### src/logic/host_port_pkg.sv
// Purpose: Shared constants and types for the host port mode and status block
// Assumes: 3-bit host address, 8-bit host data, 16-bit core words
// Notes: Byte registers sit in the upper half of the host address space
package host_port_pkg;

  // Host address map
  localparam logic [2:0] CTRL_OFS = 3'h0;
  localparam logic [2:0] STAT_OFS = 3'h2;
  localparam logic [2:0] BYTE_HIGH_OFS = 3'h6;
  localparam logic [2:0] BYTE_LOW_OFS = 3'h7;

  // Address counter
  localparam logic [1:0] CNT_LAST = 2'h3;
  localparam logic DMA_ADDR_TOP = 1'b1;

  // Transfer mode encodings
  typedef enum logic [1:0] {
    MODE_INT = 2'b00,
    MODE_ILLEGAL = 2'b01,
    MODE_DMA16 = 2'b10,
    MODE_DMA8 = 2'b11
  } xfer_mode_t;

  // Acknowledge tracking
  typedef enum logic {
    ACK_IDLE = 1'b0,
    ACK_BUSY = 1'b1
  } ack_state_t;

  // Host side control byte, bit 7 down to bit 0
  typedef struct packed {
    logic init;
    logic xfer_mode_sel_hi;
    logic xfer_mode_sel_lo;
    logic host_to_core_flag_b;
    logic host_to_core_flag_a;
    logic rsvd;
    logic tx_request_enable;
    logic rx_request_enable;
  } host_side_control_t;

  // Host side status byte, bit 7 down to bit 0
  typedef struct packed {
    logic request;
    logic dma;
    logic rsvd;
    logic core_to_host_flag_b;
    logic core_to_host_flag_a;
    logic tx_path_clear;
    logic host_tx_empty;
    logic host_rx_full;
  } host_side_status_t;

  localparam host_side_control_t CTRL_RESET = 8'h00;
  localparam logic [7:0] BYTE_RESET = 8'h00;
  localparam logic [15:0] WORD_RESET = 16'h0000;

endpackage

### src/logic/dma_addr_counter.sv
// Purpose: Two-bit register address counter for DMA byte steering
// Assumes: load and step are one-cycle strobes in the ref_clk domain
// Notes: Load wins over step; the last register reloads instead of wrapping
`timescale 1ns/1ps
`default_nettype none
module dma_addr_counter
  import host_port_pkg::*;
(
  input wire logic ref_clk,
  input wire logic nrst,
  input wire logic load,
  input wire logic step,
  input wire logic [1:0] load_value,
  output logic [1:0] count
);

  logic [1:0] count_q;
  logic [1:0] count_d;

  always_comb begin
    count_d = count_q;
    if (load) begin
      count_d = load_value;
    end else if (step) begin
      if (count_q == CNT_LAST) begin
        count_d = load_value;
      end else begin
        count_d = count_q + 2'h1;
      end
    end
  end

  always_ff @(posedge ref_clk or negedge nrst) begin
    if (!nrst) begin
      count_q <= 2'h0;
    end else begin
      count_q <= count_d;
    end
  end

  assign count = count_q;

endmodule
`default_nettype wire

### src/logic/host_port_mode_and_status.sv
// Purpose: Host side control, transfer mode and status logic of a parallel host port
// Assumes: Host strobes and acknowledge are synchronous to ref_clk
// Notes: Request pin and data enable are active low; vector register lives outside
//
// Contract
// Only the host changes host-to-core flag b; core sees it; reset clears it.
// Mode 00 interrupt, 01 illegal, 10 DMA 16-bit, 11 DMA 8-bit.
// In DMA mode request pin asks transfers; acknowledge pin grants them.
// In mode 00 enables gate interrupt requests; acknowledge means vector read.
// DMA direction from enables; core-to-host drives selected byte during acknowledge.
// DMA address is top bit one plus the two-bit counter from mode.
// Counter steps per DMA byte, reloading from mode after the low byte.
// Reset clears both mode bits, giving interrupt mode.
// Host sets initialise; hardware runs it and clears it; reset clears it.
// Interrupt-mode initialise zeroes counter and clears enabled channels.
// DMA-mode initialise loads counter from mode and clears selected channel.
// Status byte is read-only: request, DMA, zero, flags, ready, empty, full.
// Receive-full sets on core word move; clears on low read, initialise, reset.
// Receive-full drives request when enabled; always valid for polling.
// Transmit-empty sets on move, initialise, reset; clears on low byte write.
// Transmit-empty drives request when enabled; always valid for polling.
// Transmitter-ready is transmit-empty and core receive not full; reset sets.
// Status bits 3 and 4 mirror core flags; reset clears them.
// Status bit 5 reads zero.
// Status bit 6 is set when either mode bit is set.
// Status bit 7 shows the request pin; reset clears it.
// DMA: receive enable alone outbound, transmit enable alone inbound.
// Mode 01 counts as DMA for status; transfers not guaranteed.
`timescale 1ns/1ps
`default_nettype none
module host_port_mode_and_status
  import host_port_pkg::*;
(
  input wire logic ref_clk,
  input wire logic nrst,
  input wire logic [2:0] host_addr,
  input wire logic host_rd,
  input wire logic host_wr,
  input wire logic [7:0] host_wdata,
  output logic [7:0] host_rdata,
  output logic host_data_oe_n,
  output logic host_request_pin_n,
  input wire logic host_ack_pin_n,
  output logic vector_ack,
  input wire logic core_tx_wr,
  input wire logic [15:0] core_tx_data,
  input wire logic core_rx_rd,
  output logic [15:0] core_rx_data,
  output logic core_rx_full,
  output logic core_tx_empty,
  input wire logic core_to_host_flag_a,
  input wire logic core_to_host_flag_b,
  output logic host_to_core_flag_a,
  output logic host_to_core_flag_b,
  output logic dma_active
);

  host_side_control_t ctrl_q;
  host_side_status_t status;
  ack_state_t ack_q;
  logic [7:0] rx_high_q;
  logic [7:0] rx_low_q;
  logic [7:0] tx_high_q;
  logic [7:0] tx_low_q;
  logic [15:0] core_tx_word_q;
  logic [15:0] core_rx_word_q;
  logic host_rx_full_q;
  logic host_tx_empty_q;
  logic core_rx_full_q;
  logic core_tx_empty_q;
  logic flag_a_mirror_q;
  logic flag_b_mirror_q;
  logic dma_q;
  logic req_q;
  logic req_n_q;
  logic vector_ack_q;
  logic [7:0] rdata_q;
  logic oe_n_q;
  logic [1:0] count;
  xfer_mode_t mode;
  logic dma_on;
  logic dir_rx;
  logic dir_tx;
  logic ack_active;
  logic dma_go;
  logic [2:0] acc_addr;
  logic acc_rd;
  logic acc_wr;
  logic init_run;
  logic init_rx;
  logic init_tx;
  logic xfer_to_host;
  logic xfer_to_core;
  logic cnt_load;
  logic req_src;
  logic [7:0] rdata_d;

  assign mode = xfer_mode_t'({ctrl_q.xfer_mode_sel_hi, ctrl_q.xfer_mode_sel_lo});
  assign dma_on = (mode != MODE_INT);
  assign dir_rx = ctrl_q.rx_request_enable & ~ctrl_q.tx_request_enable;
  assign dir_tx = ctrl_q.tx_request_enable & ~ctrl_q.rx_request_enable;
  assign ack_active = ~host_ack_pin_n;
  // First cycle of each acknowledge in DMA mode moves one byte
  assign dma_go = dma_on & ack_active & (ack_q == ACK_IDLE);
  assign acc_addr = dma_go ? {DMA_ADDR_TOP, count} : host_addr;
  assign acc_rd = host_rd | (dma_go & dir_rx);
  assign acc_wr = host_wr | (dma_go & dir_tx);

  assign init_run = ctrl_q.init;
  assign init_rx = init_run & ctrl_q.rx_request_enable;
  assign init_tx = init_run & ctrl_q.tx_request_enable;
  assign xfer_to_host = ~core_tx_empty_q & ~host_rx_full_q;
  assign xfer_to_core = ~host_tx_empty_q & ~core_rx_full_q;
  // Word moves re-arm the counter for the active DMA direction
  assign cnt_load = init_run | (dma_on & ((xfer_to_host & dir_rx) | (xfer_to_core & dir_tx)));

  // Interrupt mode: 00 gives zero, DMA: the mode value itself
  dma_addr_counter u_cnt (
    .ref_clk(ref_clk),
    .nrst(nrst),
    .load(cnt_load),
    .step(dma_go & (dir_rx | dir_tx)),
    .load_value(mode),
    .count(count)
  );

  always_comb begin
    status = '0;
    status.request = req_q;
    status.dma = dma_q;
    status.rsvd = 1'b0;
    status.core_to_host_flag_b = flag_b_mirror_q;
    status.core_to_host_flag_a = flag_a_mirror_q;
    status.tx_path_clear = host_tx_empty_q & ~core_rx_full_q;
    status.host_tx_empty = host_tx_empty_q;
    status.host_rx_full = host_rx_full_q;
  end

  always_comb begin
    rdata_d = 8'h00;
    case (acc_addr)
      CTRL_OFS: rdata_d = {ctrl_q[7:3], 1'b0, ctrl_q[1:0]};
      STAT_OFS: rdata_d = status;
      BYTE_HIGH_OFS: rdata_d = rx_high_q;
      BYTE_LOW_OFS: rdata_d = rx_low_q;
      default: rdata_d = 8'h00;
    endcase
  end

  // Host control byte; status has no write path
  always_ff @(posedge ref_clk or negedge nrst) begin
    if (!nrst) begin
      ctrl_q <= CTRL_RESET;
    end else begin
      if (init_run) begin
        ctrl_q.init <= 1'b0;
      end
      if (host_wr && !dma_go && host_addr == CTRL_OFS) begin
        ctrl_q <= host_wdata;
        ctrl_q.rsvd <= 1'b0;
        ctrl_q.init <= host_wdata[7] | (ctrl_q.init & ~init_run);
      end
    end
  end

  always_ff @(posedge ref_clk or negedge nrst) begin
    if (!nrst) begin
      ack_q <= ACK_IDLE;
    end else begin
      unique case (ack_q)
        ACK_IDLE: if (dma_go) begin
          ack_q <= ACK_BUSY;
        end
        ACK_BUSY: if (!ack_active) begin
          ack_q <= ACK_IDLE;
        end
      endcase
    end
  end

  // Host transmit bytes
  always_ff @(posedge ref_clk or negedge nrst) begin
    if (!nrst) begin
      tx_high_q <= BYTE_RESET;
      tx_low_q <= BYTE_RESET;
    end else if (acc_wr) begin
      if (acc_addr == BYTE_HIGH_OFS) begin
        tx_high_q <= host_wdata;
      end
      if (acc_addr == BYTE_LOW_OFS) begin
        tx_low_q <= host_wdata;
      end
    end
  end

  always_ff @(posedge ref_clk or negedge nrst) begin
    if (!nrst) begin
      host_tx_empty_q <= 1'b1;
    end else begin
      if (acc_wr && acc_addr == BYTE_LOW_OFS) begin
        host_tx_empty_q <= 1'b0;
      end
      if (xfer_to_core || init_tx) begin
        host_tx_empty_q <= 1'b1;
      end
    end
  end

  // Core receive word
  always_ff @(posedge ref_clk or negedge nrst) begin
    if (!nrst) begin
      core_rx_word_q <= WORD_RESET;
    end else if (xfer_to_core) begin
      core_rx_word_q <= {tx_high_q, tx_low_q};
    end
  end

  always_ff @(posedge ref_clk or negedge nrst) begin
    if (!nrst) begin
      core_rx_full_q <= 1'b0;
    end else begin
      if (core_rx_rd || init_tx) begin
        core_rx_full_q <= 1'b0;
      end
      if (xfer_to_core) begin
        core_rx_full_q <= 1'b1;
      end
    end
  end

  // Core transmit word
  always_ff @(posedge ref_clk or negedge nrst) begin
    if (!nrst) begin
      core_tx_word_q <= WORD_RESET;
    end else if (core_tx_wr) begin
      core_tx_word_q <= core_tx_data;
    end
  end

  always_ff @(posedge ref_clk or negedge nrst) begin
    if (!nrst) begin
      core_tx_empty_q <= 1'b1;
    end else begin
      if (core_tx_wr) begin
        core_tx_empty_q <= 1'b0;
      end
      if (xfer_to_host || init_rx) begin
        core_tx_empty_q <= 1'b1;
      end
    end
  end

  // Host receive bytes
  always_ff @(posedge ref_clk or negedge nrst) begin
    if (!nrst) begin
      rx_high_q <= BYTE_RESET;
      rx_low_q <= BYTE_RESET;
    end else if (xfer_to_host) begin
      rx_high_q <= core_tx_word_q[15:8];
      rx_low_q <= core_tx_word_q[7:0];
    end
  end

  always_ff @(posedge ref_clk or negedge nrst) begin
    if (!nrst) begin
      host_rx_full_q <= 1'b0;
    end else begin
      if ((acc_rd && acc_addr == BYTE_LOW_OFS) || init_rx) begin
        host_rx_full_q <= 1'b0;
      end
      if (xfer_to_host) begin
        host_rx_full_q <= 1'b1;
      end
    end
  end

  // Flag mirrors and DMA status
  always_ff @(posedge ref_clk or negedge nrst) begin
    if (!nrst) begin
      flag_a_mirror_q <= 1'b0;
      flag_b_mirror_q <= 1'b0;
      dma_q <= 1'b0;
    end else begin
      flag_a_mirror_q <= core_to_host_flag_a;
      flag_b_mirror_q <= core_to_host_flag_b;
      dma_q <= dma_on;
    end
  end

  // Request pin: enabled sources, dropped while a DMA acknowledge is held
  always_comb begin
    req_src = (ctrl_q.rx_request_enable & host_rx_full_q)
      | (ctrl_q.tx_request_enable & host_tx_empty_q);
  end

  always_ff @(posedge ref_clk or negedge nrst) begin
    if (!nrst) begin
      req_q <= 1'b0;
      req_n_q <= 1'b1;
      vector_ack_q <= 1'b0;
    end else begin
      req_q <= req_src & ~(dma_on & ack_active);
      // Pin copy kept in its own flop so the output needs no inverter
      req_n_q <= ~(req_src & ~(dma_on & ack_active));
      vector_ack_q <= ~dma_on & ack_active & req_q;
    end
  end

  // Host read data and bus drive
  always_ff @(posedge ref_clk or negedge nrst) begin
    if (!nrst) begin
      rdata_q <= BYTE_RESET;
      oe_n_q <= 1'b1;
    end else begin
      if (acc_rd) begin
        rdata_q <= rdata_d;
      end
      oe_n_q <= ~(host_rd | (dma_on & dir_rx & ack_active));
    end
  end

  assign host_rdata = rdata_q;
  assign host_data_oe_n = oe_n_q;
  assign host_request_pin_n = req_n_q;
  assign vector_ack = vector_ack_q;
  assign core_rx_data = core_rx_word_q;
  assign core_rx_full = core_rx_full_q;
  assign core_tx_empty = core_tx_empty_q;
  assign host_to_core_flag_a = ctrl_q.host_to_core_flag_a;
  assign host_to_core_flag_b = ctrl_q.host_to_core_flag_b;
  assign dma_active = dma_q;

endmodule
`default_nettype wire

### config.mk
export PLATFORM = sky130hd
export DESIGN_NAME = host_port_mode_and_status
export DESIGN_NICKNAME = d
export VERILOG_FILES = /design/src/logic/host_port_pkg.sv /design/src/logic/dma_addr_counter.sv /design/src/logic/host_port_mode_and_status.sv
export SDC_FILE = /design/constraint.sdc
export NUM_CORES = 1
export LEC_CHECK = 0
export BUFFER_PORTS_ARGS = -buffer_cell sky130_fd_sc_hd__buf_2
export CAP_MARGIN = 40
export CORE_ASPECT_RATIO = 1.5
export CORE_MARGIN = 5
export CORE_UTILIZATION = 40
export CTS_BUF_LIST = sky130_fd_sc_hd__clkbuf_4 sky130_fd_sc_hd__clkbuf_8
export DETAILED_ROUTE_END_ITERATION = 10
export GPL_TIMING_DRIVEN = 1
export RECOVER_POWER = 50
export SLEW_MARGIN = 15
export SYNTH_ARGS = -nofsm -noshare
export SYNTH_HDL_FRONTEND = slang
export SYNTH_SLANG_ARGS = --single-unit
### constraint.sdc
create_clock -name ref_clk -period 1.9 [get_ports ref_clk]
set_input_delay 0.095 -clock ref_clk [delete_from_list [all_inputs] [get_ports ref_clk]]
set_output_delay 0.095 -clock ref_clk [all_outputs]
set_load 0.01 [all_outputs]
Word level (Yosys, flattened, before mapping)
Index checks and enable logic that the tools add are counted.
Word-level totals
  flip-flop bits (word level): 93
  input port bits: 36
  output and inout bits: 32
  logic and storage cells: 109
Cells by class
  $add $sub $neg: 1
  equality and inequality tests: 4
  mux-type cells: 17
  bitwise logic cells: 41
  reduce and logical (&&, ||, !) cells: 19
Operators with widths (count)
  one-hot mux 8 bit (4 select lines): 1
  AND 1 bit: 22
  NOT 1 bit: 12
  nonzero test 2 bit: 6
  two-way mux 1 bit: 10
  two-way mux 8 bit: 1
  bitwise OR 1 bit: 7
  equality test 3 bit (second input constant): 2
  zero test 3 bit: 2
  two-way mux 2 bit: 3
  logical AND 1 bit: 4
  logical OR 1 bit: 4
  AND reduction 2 bit: 2
  equality test 3 x 2 -> 1 bit (second input constant): 1
  two-way mux 3 bit: 1
  adder 2 x 1 -> 2 bit (second input constant): 1
  equality test 2 bit (second input constant): 1
  one-hot mux 1 bit (2 select lines): 1
  zero test 1 bit: 1

Longest topological paths before layout
Gate-level depths: netlist of run 1.
  depth in word-level cells: 9
  gate-level depth with buffers: 7
  gate-level depth less buffers: 6

Hierarchy
From an unflattened synthesis of run 1, not the netlist that was laid out.
Unflattened totals
  cell total of the unflattened synthesis: 283
  area total of the unflattened synthesis: 3921.3 sq um
By module, submodules not included
  host_port_mode_and_status: instances 1, cells an instance 274, area an instance 3803.6 sq um, sequential area each 2282.2 sq um
  dma_addr_counter: instances 1, cells an instance 9, area an instance 117.6 sq um, sequential area each 50.0 sq um

Worst setup path after synthesis of run 1
Ideal clock, no wire load.
  path kind: register -> register
  from: register ctrl_q[5] (netlist bit)
  to: register rdata_q[0] (netlist: host_rdata[0])
  setup time: 0.082 ns
  arrival time: 1.559 ns
  data required time: 1.818 ns
  setup slack: 0.259 ns
  stages on the path, launching flop included: 7
  path buffers: 1
  clock period less this slack: 1.641 ns
  cell sequence: dfrtp_1 -> o21ba_1 -> and3_4 -> nor2_2 -> clkbuf_1 -> nand2_1 -> a22oi_2
Between the ends
  word-level cells in the longest chain between the ends: 6
  elaborated cells between the ends (all ways): 11
  classes of those cells: 3 x eq/ne; 2 x mux; 4 x bitwise; 2 x reduce/logical
RTL lines
  start, declared: RTL line host_port_mode_and_status.sv:58  | host_side_control_t ctrl_q;
  start signal, assigned: RTL line host_port_mode_and_status.sv:159  | ctrl_q <= host_wdata;
  nonzero test 2 bit (*): RTL line host_port_mode_and_status.sv:99  | assign dma_on = (mode != MODE_INT);
  AND 1 bit (*) (2 in a row): RTL line host_port_mode_and_status.sv:104  | assign dma_go = dma_on & ack_active & (ack_q == ACK_IDLE);
  two-way mux 3 bit: RTL line host_port_mode_and_status.sv:105  | assign acc_addr = dma_go ? {DMA_ADDR_TOP, count} : host_addr;
  equality test 3 bit (tied with other cells): RTL line host_port_mode_and_status.sv:141  | case (acc_addr)
  one-hot mux 8 bit (4 select lines): RTL line host_port_mode_and_status.sv:141
  end signal, assigned: RTL line host_port_mode_and_status.sv:316  | rdata_q <= rdata_d;
  end, declared: RTL line host_port_mode_and_status.sv:77  | logic [7:0] rdata_q;
Mark *: on every way between the ends. The rest lies on a longest branch, timed or not.
A chain may end at the register's enable or synchronous reset.

Worst setup path after layout of run 1
  from: register ctrl_q[5] (netlist bit)
  to: register tx_low_q[4]
Between the ends
  word-level cells in the longest chain between the ends: 6
  elaborated cells between the ends (all ways): 8
  classes of those cells: 1 x eq/ne; 1 x mux; 4 x bitwise; 2 x reduce/logical
RTL lines
  nonzero test 2 bit (*): RTL line host_port_mode_and_status.sv:99
  AND 1 bit (*) (2 in a row): RTL line host_port_mode_and_status.sv:104
  two-way mux 3 bit / AND 1 bit (equally long branches): RTL line host_port_mode_and_status.sv:105, host_port_mode_and_status.sv:107
  equality test 3 bit / bitwise OR 1 bit (equally long branches): RTL line host_port_mode_and_status.sv:190, host_port_mode_and_status.sv:107
  AND reduction 2 bit (no source line) (*)
  end signal, assigned: RTL line host_port_mode_and_status.sv:191  | tx_low_q <= host_wdata;
  end, declared: RTL line host_port_mode_and_status.sv:64  | logic [7:0] tx_low_q;
Marks and branches as above.

==> metrics.md, run 1 <==
| Metric | Value |
|---|---|
| Status | finished, final reports clean |
| Tmin final | about 1.8 ns |
| Sequential power share | 49.4% |
| TritonCTS clock tree | done |
| Predominant post-synthesis flop cell | dfrtp_1 |
| Largest family of logic cells by synthesized area | multiplexers |
| Skew final | 0.00605 ns |
| Ys Warns | 0 |
| Post-synth EDFFs | 0 |
| Count leader, synth | dfrtp_1 |
| Reg2reg end | tx_low_q[4] |
| Synth Area per Inst | 13.8 um^2 |
| DR WL met2 | about 4500 um |
| CP Class | flop to flop |
| Layout area overhead | 24.9% |
| CTS Root Cell | clkbuf_8 |
| Worst-skew pair later-pin latency | 0.36 ns |
| Yosys top cell by area | dfrtp_1 |
| Mapped Area | roughly 0.004 mm^2 |
| Buffers added on ports | 67 |
| Clock transition at the registers of the reported paths | 0.09 ns |
| M1 wire length | 3680 um |
| Simple-gate share of the synthesized area | 7.51% |
| First-pass DRT Iterations | 4 |
| Synth Net Count | 331 |
| Hold-critical path endpoint | host_to_core_flag_b |
| P_sw | 2.00 mW |
| Comb power frac | 30.5% |
| CTS buffer count | 9 |
| Hold depth | 2 |
| Filler instances | 872 |
| Layout cell share with drive strength beyond 1 | 44.2% |
| RSZ-0062 raised after global routing | no |
| Adder-cell share of the synthesized area | 0.935% |
| Crit-path max FO | 8 |
| Worst hold start | host_wdata[4] |
| Tot Pwr | 6.35 mW |
| Antenna-violating nets left | 0 |
| Rel. slew slack | 45.3% |
| Setup_tns | 0 ns |
| Register Area | approximately 0.0023 mm^2 |
| Final instance area | 0.00501 mm^2 |
| Starting density of the core | between 40% and 50% |
| Sw frac | a little under a third |
| Routed met3 length | approximately 440 um |
| DRT Wirelength | 8910 um |
| Remaining DRCs | 0 |
| GRT overflow | 0 |
| Yosys top cell area share | 55.5% |
| Post-Synthesis Cells | 292 |
| Max clock buf depth | 2 |
| Worst min path class | primary input to flop |
| DP HPWL | around 6500 um |
| Post-CTS setup buffer count | 0 |
| Crit path required time | ~2.2 ns |
| Max-cap violations | 0 |
| Yosys cell types | between 40 and 50 |
| R2r setup slk | 0.11 ns |
| Clk network pwr share | 20.1% |
| Maximum vdd ir drop | roughly 0.00078 V |
| CP startpoint kind | flop |
| Placer's final routability congestion estimate | 0.907 |
| DR WL/cell | 17.1 um |
| Initial drt markers | 144 |
| Mux share of post-synthesis cell area | 22.4% |
| Largest net degree at the start of global routing | 64 |
| First-pass GRT wire length | between 15,000 and 20,000 um |
| Die height | ~130 um |
| PD cells | approximately 1300 mW/mm^2 |
| Area of the multi-input gates | 0.00161 mm^2 |
| Area post-placement | 0.00454 mm^2 |
| Setup Viol. Count Final | 0 |
| Reg-to-Reg Start | ctrl_q[5] |
| Async SR Flop Fraction | 100% |
| Cell internal pwr | ~4.4 mW |
| Synth top area cells | dfrtp_1 55%, mux2_2 21%, dfstp_2 2.6% |
| Initial antenna violation count | 0 |
| Highest Signal Layer | met4 |
| R2r worst-path depth | 6 |
| Avg Vias per Cell | 5.15 |
| Fin. Hold Viols | 0 |
| Slew @ Worst Pin | 0.821 ns |
| FF+latch count, synth | 93 |
| Critical path arrival | 2.04 ns |
| Core area | 0.00974 mm^2 |
| Fin crit share | 94.3% |
| Die area | 0.0122 mm^2 |
| Final net count | 439 |
| Vias in the first global route | slightly below 3k |
| F_max | 558 MHz |
| Post-synthesis sequential area ratio | 58.1% |
| Vias post-DR | approximately 2.7k |
| Slew Viols, Final | 0 |
| CP Capture Type | flop |
| Static Leak | 2.20 nW |
| Post-synthesis compound-gate area fraction | a little under a tenth |
| N_diodes | 0 |
| Clock Sinks | 93 |
| Commonest cells in the netlist | 89 x dfrtp_1, 75 x mux2_2, 21 x nand2_1 |
| H-Tree Depth | 3 |
| Total track usage | 15.8% |
| Chip Width | roughly 92 um |
| Io pins | 68 |
| XOR/XNOR Fraction of Synth Area | 0% |
| Rows | 44 |
state kept, by name (all words and copies together) (netlist names), 2 cells and up:
register / flops
u_cnt.count: 2
core_rx_data: 16
tx_low_q: 8
core_tx_word_q: 16
rx_low_q: 8
tx_high_q: 8
rx_high_q: 8
ctrl_q: 4
host_rdata: 8
critical path, cell delays in order, from the launching register on:
cell     delay, ns
dfrtp_1       0.39
buf_4         0.16
o21ba_1       0.23
nand3_1       0.17
nand2_1       0.10
nand2_2       0.23
mux2_2        0.37
final cells by class:
cell class / instances / area share (%)
Tap cell: 115 / 2.87
Inverter: 8 / 0.599
Sequential cell: 93 / 46.5
Multi-Input combinational cell: 182 / 32.2
Clock inverter: 2 / 0.324
Clock buffer: 14 / 3.59
Timing Repair Buffer: 106 / 13.9
per-stage QoR:
step	setup WS, ns	hold WS (ns)	util, %	cells
detailed placement	0.0335	0.0616	46.5	475
floorplan	0.259	-0.201	-	292
global route	0.0121	0.0236	51.5	520
global placement	0.133	0.0558	46.5	475
finish	0.108	0.0188	51.5	520
CTS	0.00257	0.00371	51.5	520
placed cells by master (no fill, tap or decap), types with 2 or more instances in the layout:
cell type	count
dfrtp_1	88
mux2_2	75
buf_2	50
dlygate4sd3_1	29
nand2_1	21
clkbuf_1	16
a22oi_1	13
clkbuf_8	12
inv_1	8
o21ai_0	8
buf_4	8
nor2_1	7
nand3_1	6
a22oi_2	6
a22o_1	3
nor2_2	3
nor3_1	3
ha_1	3
a21oi_1	2
mux2i_2	2
nand2b_1	2
a31o_2	2
a221oi_1	2
clkbuf_4	2
dfstp_1	2
dfstp_2	2
layer usage:
metal  up-vias  GRT usage [%]
li1       1274              -
met1      1322           18.8
met2        64           26.4
met3        16           3.52
met4         0           8.60
met5         -              0
power by group through the flow:
stage | Combinational (mW) | Clock, mW | Sequential, mW
finish | 1.94 | 1.28 | 3.14
CTS | 2.01 | 1.33 | 3.14
floorplan | 1.18 | 0 | 3.17
global placement | 1.90 | 0 | 3.17
global route | 2.15 | 1.40 | 3.23
detailed placement | 1.95 | 0 | 3.18
kinds of logic after synthesis:
family          count (synthesis)
simple gates                   55
mux                            79
flops                          93
fa+ha+maj                       3
buf+inv                        17
compound gates                 45
timing repair:
action                     in CTS  in global routing
hold endpoints to repair       71                  0
setup endpoints to repair       0                  8
resized for setup               0                  5
hold buffers                   29                  0
how the worst max path moves through the flow:
stage                      to  startpoint  cells past startpoint  slack, ns
5_1_grt        u_cnt.count[0]   ctrl_q[0]                      6       0.01
3_3_place_gp   host_rx_full_q   ctrl_q[6]                      6       0.13
2_1_floorplan   host_rdata[0]   ctrl_q[5]                      6       0.26
6_report          tx_low_q[4]   ctrl_q[5]                      6       0.11
3_5_place_dp   host_rx_full_q   ctrl_q[6]                      6       0.03
4_1_cts        host_rx_full_q   ctrl_q[6]                      6      0.003
Note: power is estimated with default switching activity, not from simulation.
==> run 2, diff against run 1 <==
Clock period 1.9 ns to 1.83 ns, I/O delays scaled along.
==> run 2 against run 1 <==
Utilization increased by 1.1 points. Register-to-register slack got worse by 0.02 ns. Hold slack improved by 0.019 ns. Clock skew increased by 0.012 ns. Critical path depth unchanged. Flip-flop and latch count unchanged. Final area increased by 2.0%. Non-clock buffer count increased by 2. Count of clock-buffer cells in the layout decreased by 2. Largest power group unchanged.
==> metrics.md, run 2 (synthesis gave the netlist of run 1 again) <==
| Metric | Value |
|---|---|
| Sequential power share | 47.3% (-2.1 points) |
| PD cells | 1340 mW/mm^2 (+6.0%) |
| Worst-skew pair later-pin latency | 0.37 ns (about the same) |
| Clk network pwr share | 22.9% (+2.8 points) |
| CTS buffer count | 9 (unchanged) |
| GRT overflow | 0 (unchanged) |
| Register Area | 0.00233 mm^2 (about the same) |
| Antenna-violating nets left | 0 (unchanged) |
| Chip Width | 91.8 um (unchanged) |
| Starting density of the core | 41.2% (unchanged) |
| Remaining DRCs | 0 (unchanged) |
| Avg Vias per Cell | 5.20 (+0.96%) |
| Status | finished, final reports clean |
| Rel. slew slack | 16.6% (-29 points) |
| RSZ-0062 raised after global routing | yes |
| Comb power frac | 29.8% (-0.7 points) |
| Layout cell share with drive strength beyond 1 | 48.6% (+4.5 points) |
| Core area | 0.00974 mm^2 (unchanged) |
| Most frequent cells in the layout | 89 x dfrtp_1, 75 x mux2_2, 66 x buf_2, 29 x dlygate4sd3_1, 21 x nand2_1 |
| Critical path arrival | 2.00 ns (-0.04 ns) |
| Clock Sinks | 93 (unchanged) |
| Vias in the first global route | 2,881 (-2.3%) |
| R2r setup slk | 0.09 ns (-0.02 ns) |
| CP startpoint kind | flop |
| Fin crit share | 95.2% (+0.91 points) |
| Initial drt markers | 153 (+6.3%) |
| Crit-path max FO | 5 (-3) |
| F_max | 574 MHz (+2.8%) |
| Filler instances | 866 (-0.69%) |
| Tmin final | 1.74 ns (-0.0494 ns) |
| CP max stage cell | dfrtp_1 |
| Clock transition at the registers of the reported paths | 0.09 ns (about the same) |
| DR WL/cell | 16.8 um (-1.7%) |
| Largest net degree at the start of global routing | 94 (+47%) |
| Total track usage | 15.6% (-0.24 points) |
| Critical-path cell list | inv_1 -> ha_1 -> nor3_1 -> a211oi_1 -> and2_1 -> a311oi_1 |
| First-pass DRT Iterations | 4 (unchanged) |
| Cell internal pwr | 4.80 mW (+10%) |
| Layout area overhead | 27.5% |
| Setup_tns | 0 ns (unchanged) |
| Placer's final routability congestion estimate | 0.868 (-4.3%) |
| Max-cap violations | 0 (unchanged) |
| Max clock buf depth | 2 (unchanged) |
| DRT Wirelength | 8790 um (-1.3%) |
| Area of the multi-input gates | 0.00163 mm^2 (+1.1%) |
| CP Class | flop to flop |
| N_diodes | 0 (unchanged) |
| Die height | 133 um (unchanged) |
| Rows | 44 (unchanged) |
| DP HPWL | 6270 um (-3.1%) |
| Slew @ Worst Pin | 1.25 ns (+0.430 ns) |
| Skew final | 0.0181 ns (+0.0120 ns) |
| H-Tree Depth | 3 (unchanged) |
| PnR worst setup slack | 0.0875 ns (-0.0206 ns) |
| Worst min path class | primary input to flop |
| Final net count | 441 (+0.46%) |
| Slowest stage delay, CP | 0.42 ns (+0.03 ns) |
| DP Worst Slack | 0.0298 ns (-0.00370 ns) |
| Static Leak | 2.30 nW (+4.4%) |
| Buffers added on ports | 67 (unchanged) |
| Die area | 0.0122 mm^2 (unchanged) |
| Fin. Hold Viols | 0 (unchanged) |
| Vias post-DR | 2,712 (+1.3%) |
| TritonCTS clock tree | done |
| Initial antenna violation count | 0 (unchanged) |
| Sw frac | 30.1% (-1.4 points) |
| Crit path required time | 2.09 ns (-0.06 ns) |
| Setup Viol. Count Final | 0 (unchanged) |
| P_sw | 2.07 mW (+3.4%) |
| Maximum vdd ir drop | 0.000783 V (+0.29%) |
| Tot Pwr | 6.87 mW (+8.1%) |
| Slew Viols, Final | 0 (unchanged) |
| First-pass GRT wire length | 14,900 um (-1.1%) |
| CP Capture Type | flop |
| Io pins | 68 (unchanged) |
| CTS Root Cell | clkbuf_8 |
| Commonest non-fill, non-tap cell in the layout | dfrtp_1 |
-- run 2: changes by cell type in the layout (fill, tap and decap cells not counted), sizes merged --
cell / delta
buf: +17
clkbuf: -17
inv: +1
bufinv: +2
clkinvlp: -1
-- run 2: power groups by stage --
stage               clock, mW  combinational, mW  sequential [mW]
CTS                      1.64               2.06             3.26
finish                   1.58               2.04             3.25
global placement            0               1.96             3.29
floorplan                   0               1.23             3.29
detailed placement          0               2.01             3.30
global route             1.72               2.27             3.35
-- run 2: layer usage --
| layer | GRT usage, % | share of wire, % |
|---|---|---|
| met5 | 0 | 0 |
| met4 | 6.45 | 2.6 |
| met3 | 4.77 | 5.3 |
| met2 | 25.7 | 51 |
| met1 | 18.8 | 41 |
-- run 2: final timing paths --
path,start,end,cells after the start
min in group asynchronous,nrst,core_rx_data[13],3
max in group asynchronous,nrst,tx_low_q[4],3
hold / removal,host_wr,init_run,2
setup reg to reg,ctrl_q[0],u_cnt.count[0],6
setup / recovery,ctrl_q[0],u_cnt.count[0],6
hold reg to reg,host_rdata[2],host_rdata[2],2
-- run 2: per-stage QoR --
stage | hold WS [ns] | std cells | instance area, um^2 | utilization [%]
5_1_grt | 0.0189 | 522 | 5120 | 52.5
2_1_floorplan | -0.204 | 292 | 4020 | -
6_report | 0.0378 | 522 | 5120 | 52.5
4_1_cts | 0.00188 | 520 | 5070 | 52.1
3_5_place_dp | 0.181 | 475 | 4550 | 46.7
3_3_place_gp | 0.177 | 475 | 4550 | 46.7
-- run 2: final cells by class --
class / instances / area share [%]
well taps: 115 / 2.81
clock buffers: 12 / 3.11
multi-input cells: 182 / 31.9
repair buffers: 108 / 14.5
clock inverters: 4 / 1.52
flip-flops and latches: 93 / 45.6
inverters: 8 / 0.587
-- run 2: repair_timing --
item	4_1_cts	5_1_grt
resized for setup	0	7
hold buffers	29	0
setup buffers	0	2
setup endpoints to repair	0	30
endpoints found under the hold margin	133	0
-- run 2: worst max-delay path: cells and delay by family (launching register included) --
| kind | cells | cell delay, ns |
|---|---|---|
| and+or+nand+nor | 2 | 0.50 |
| DFF | 1 | 0.42 |
| AOI/OAI and AO/OA | 2 | 0.33 |
| adders and majority gates | 1 | 0.31 |
| buffers and inverters | 1 | 0.08 |
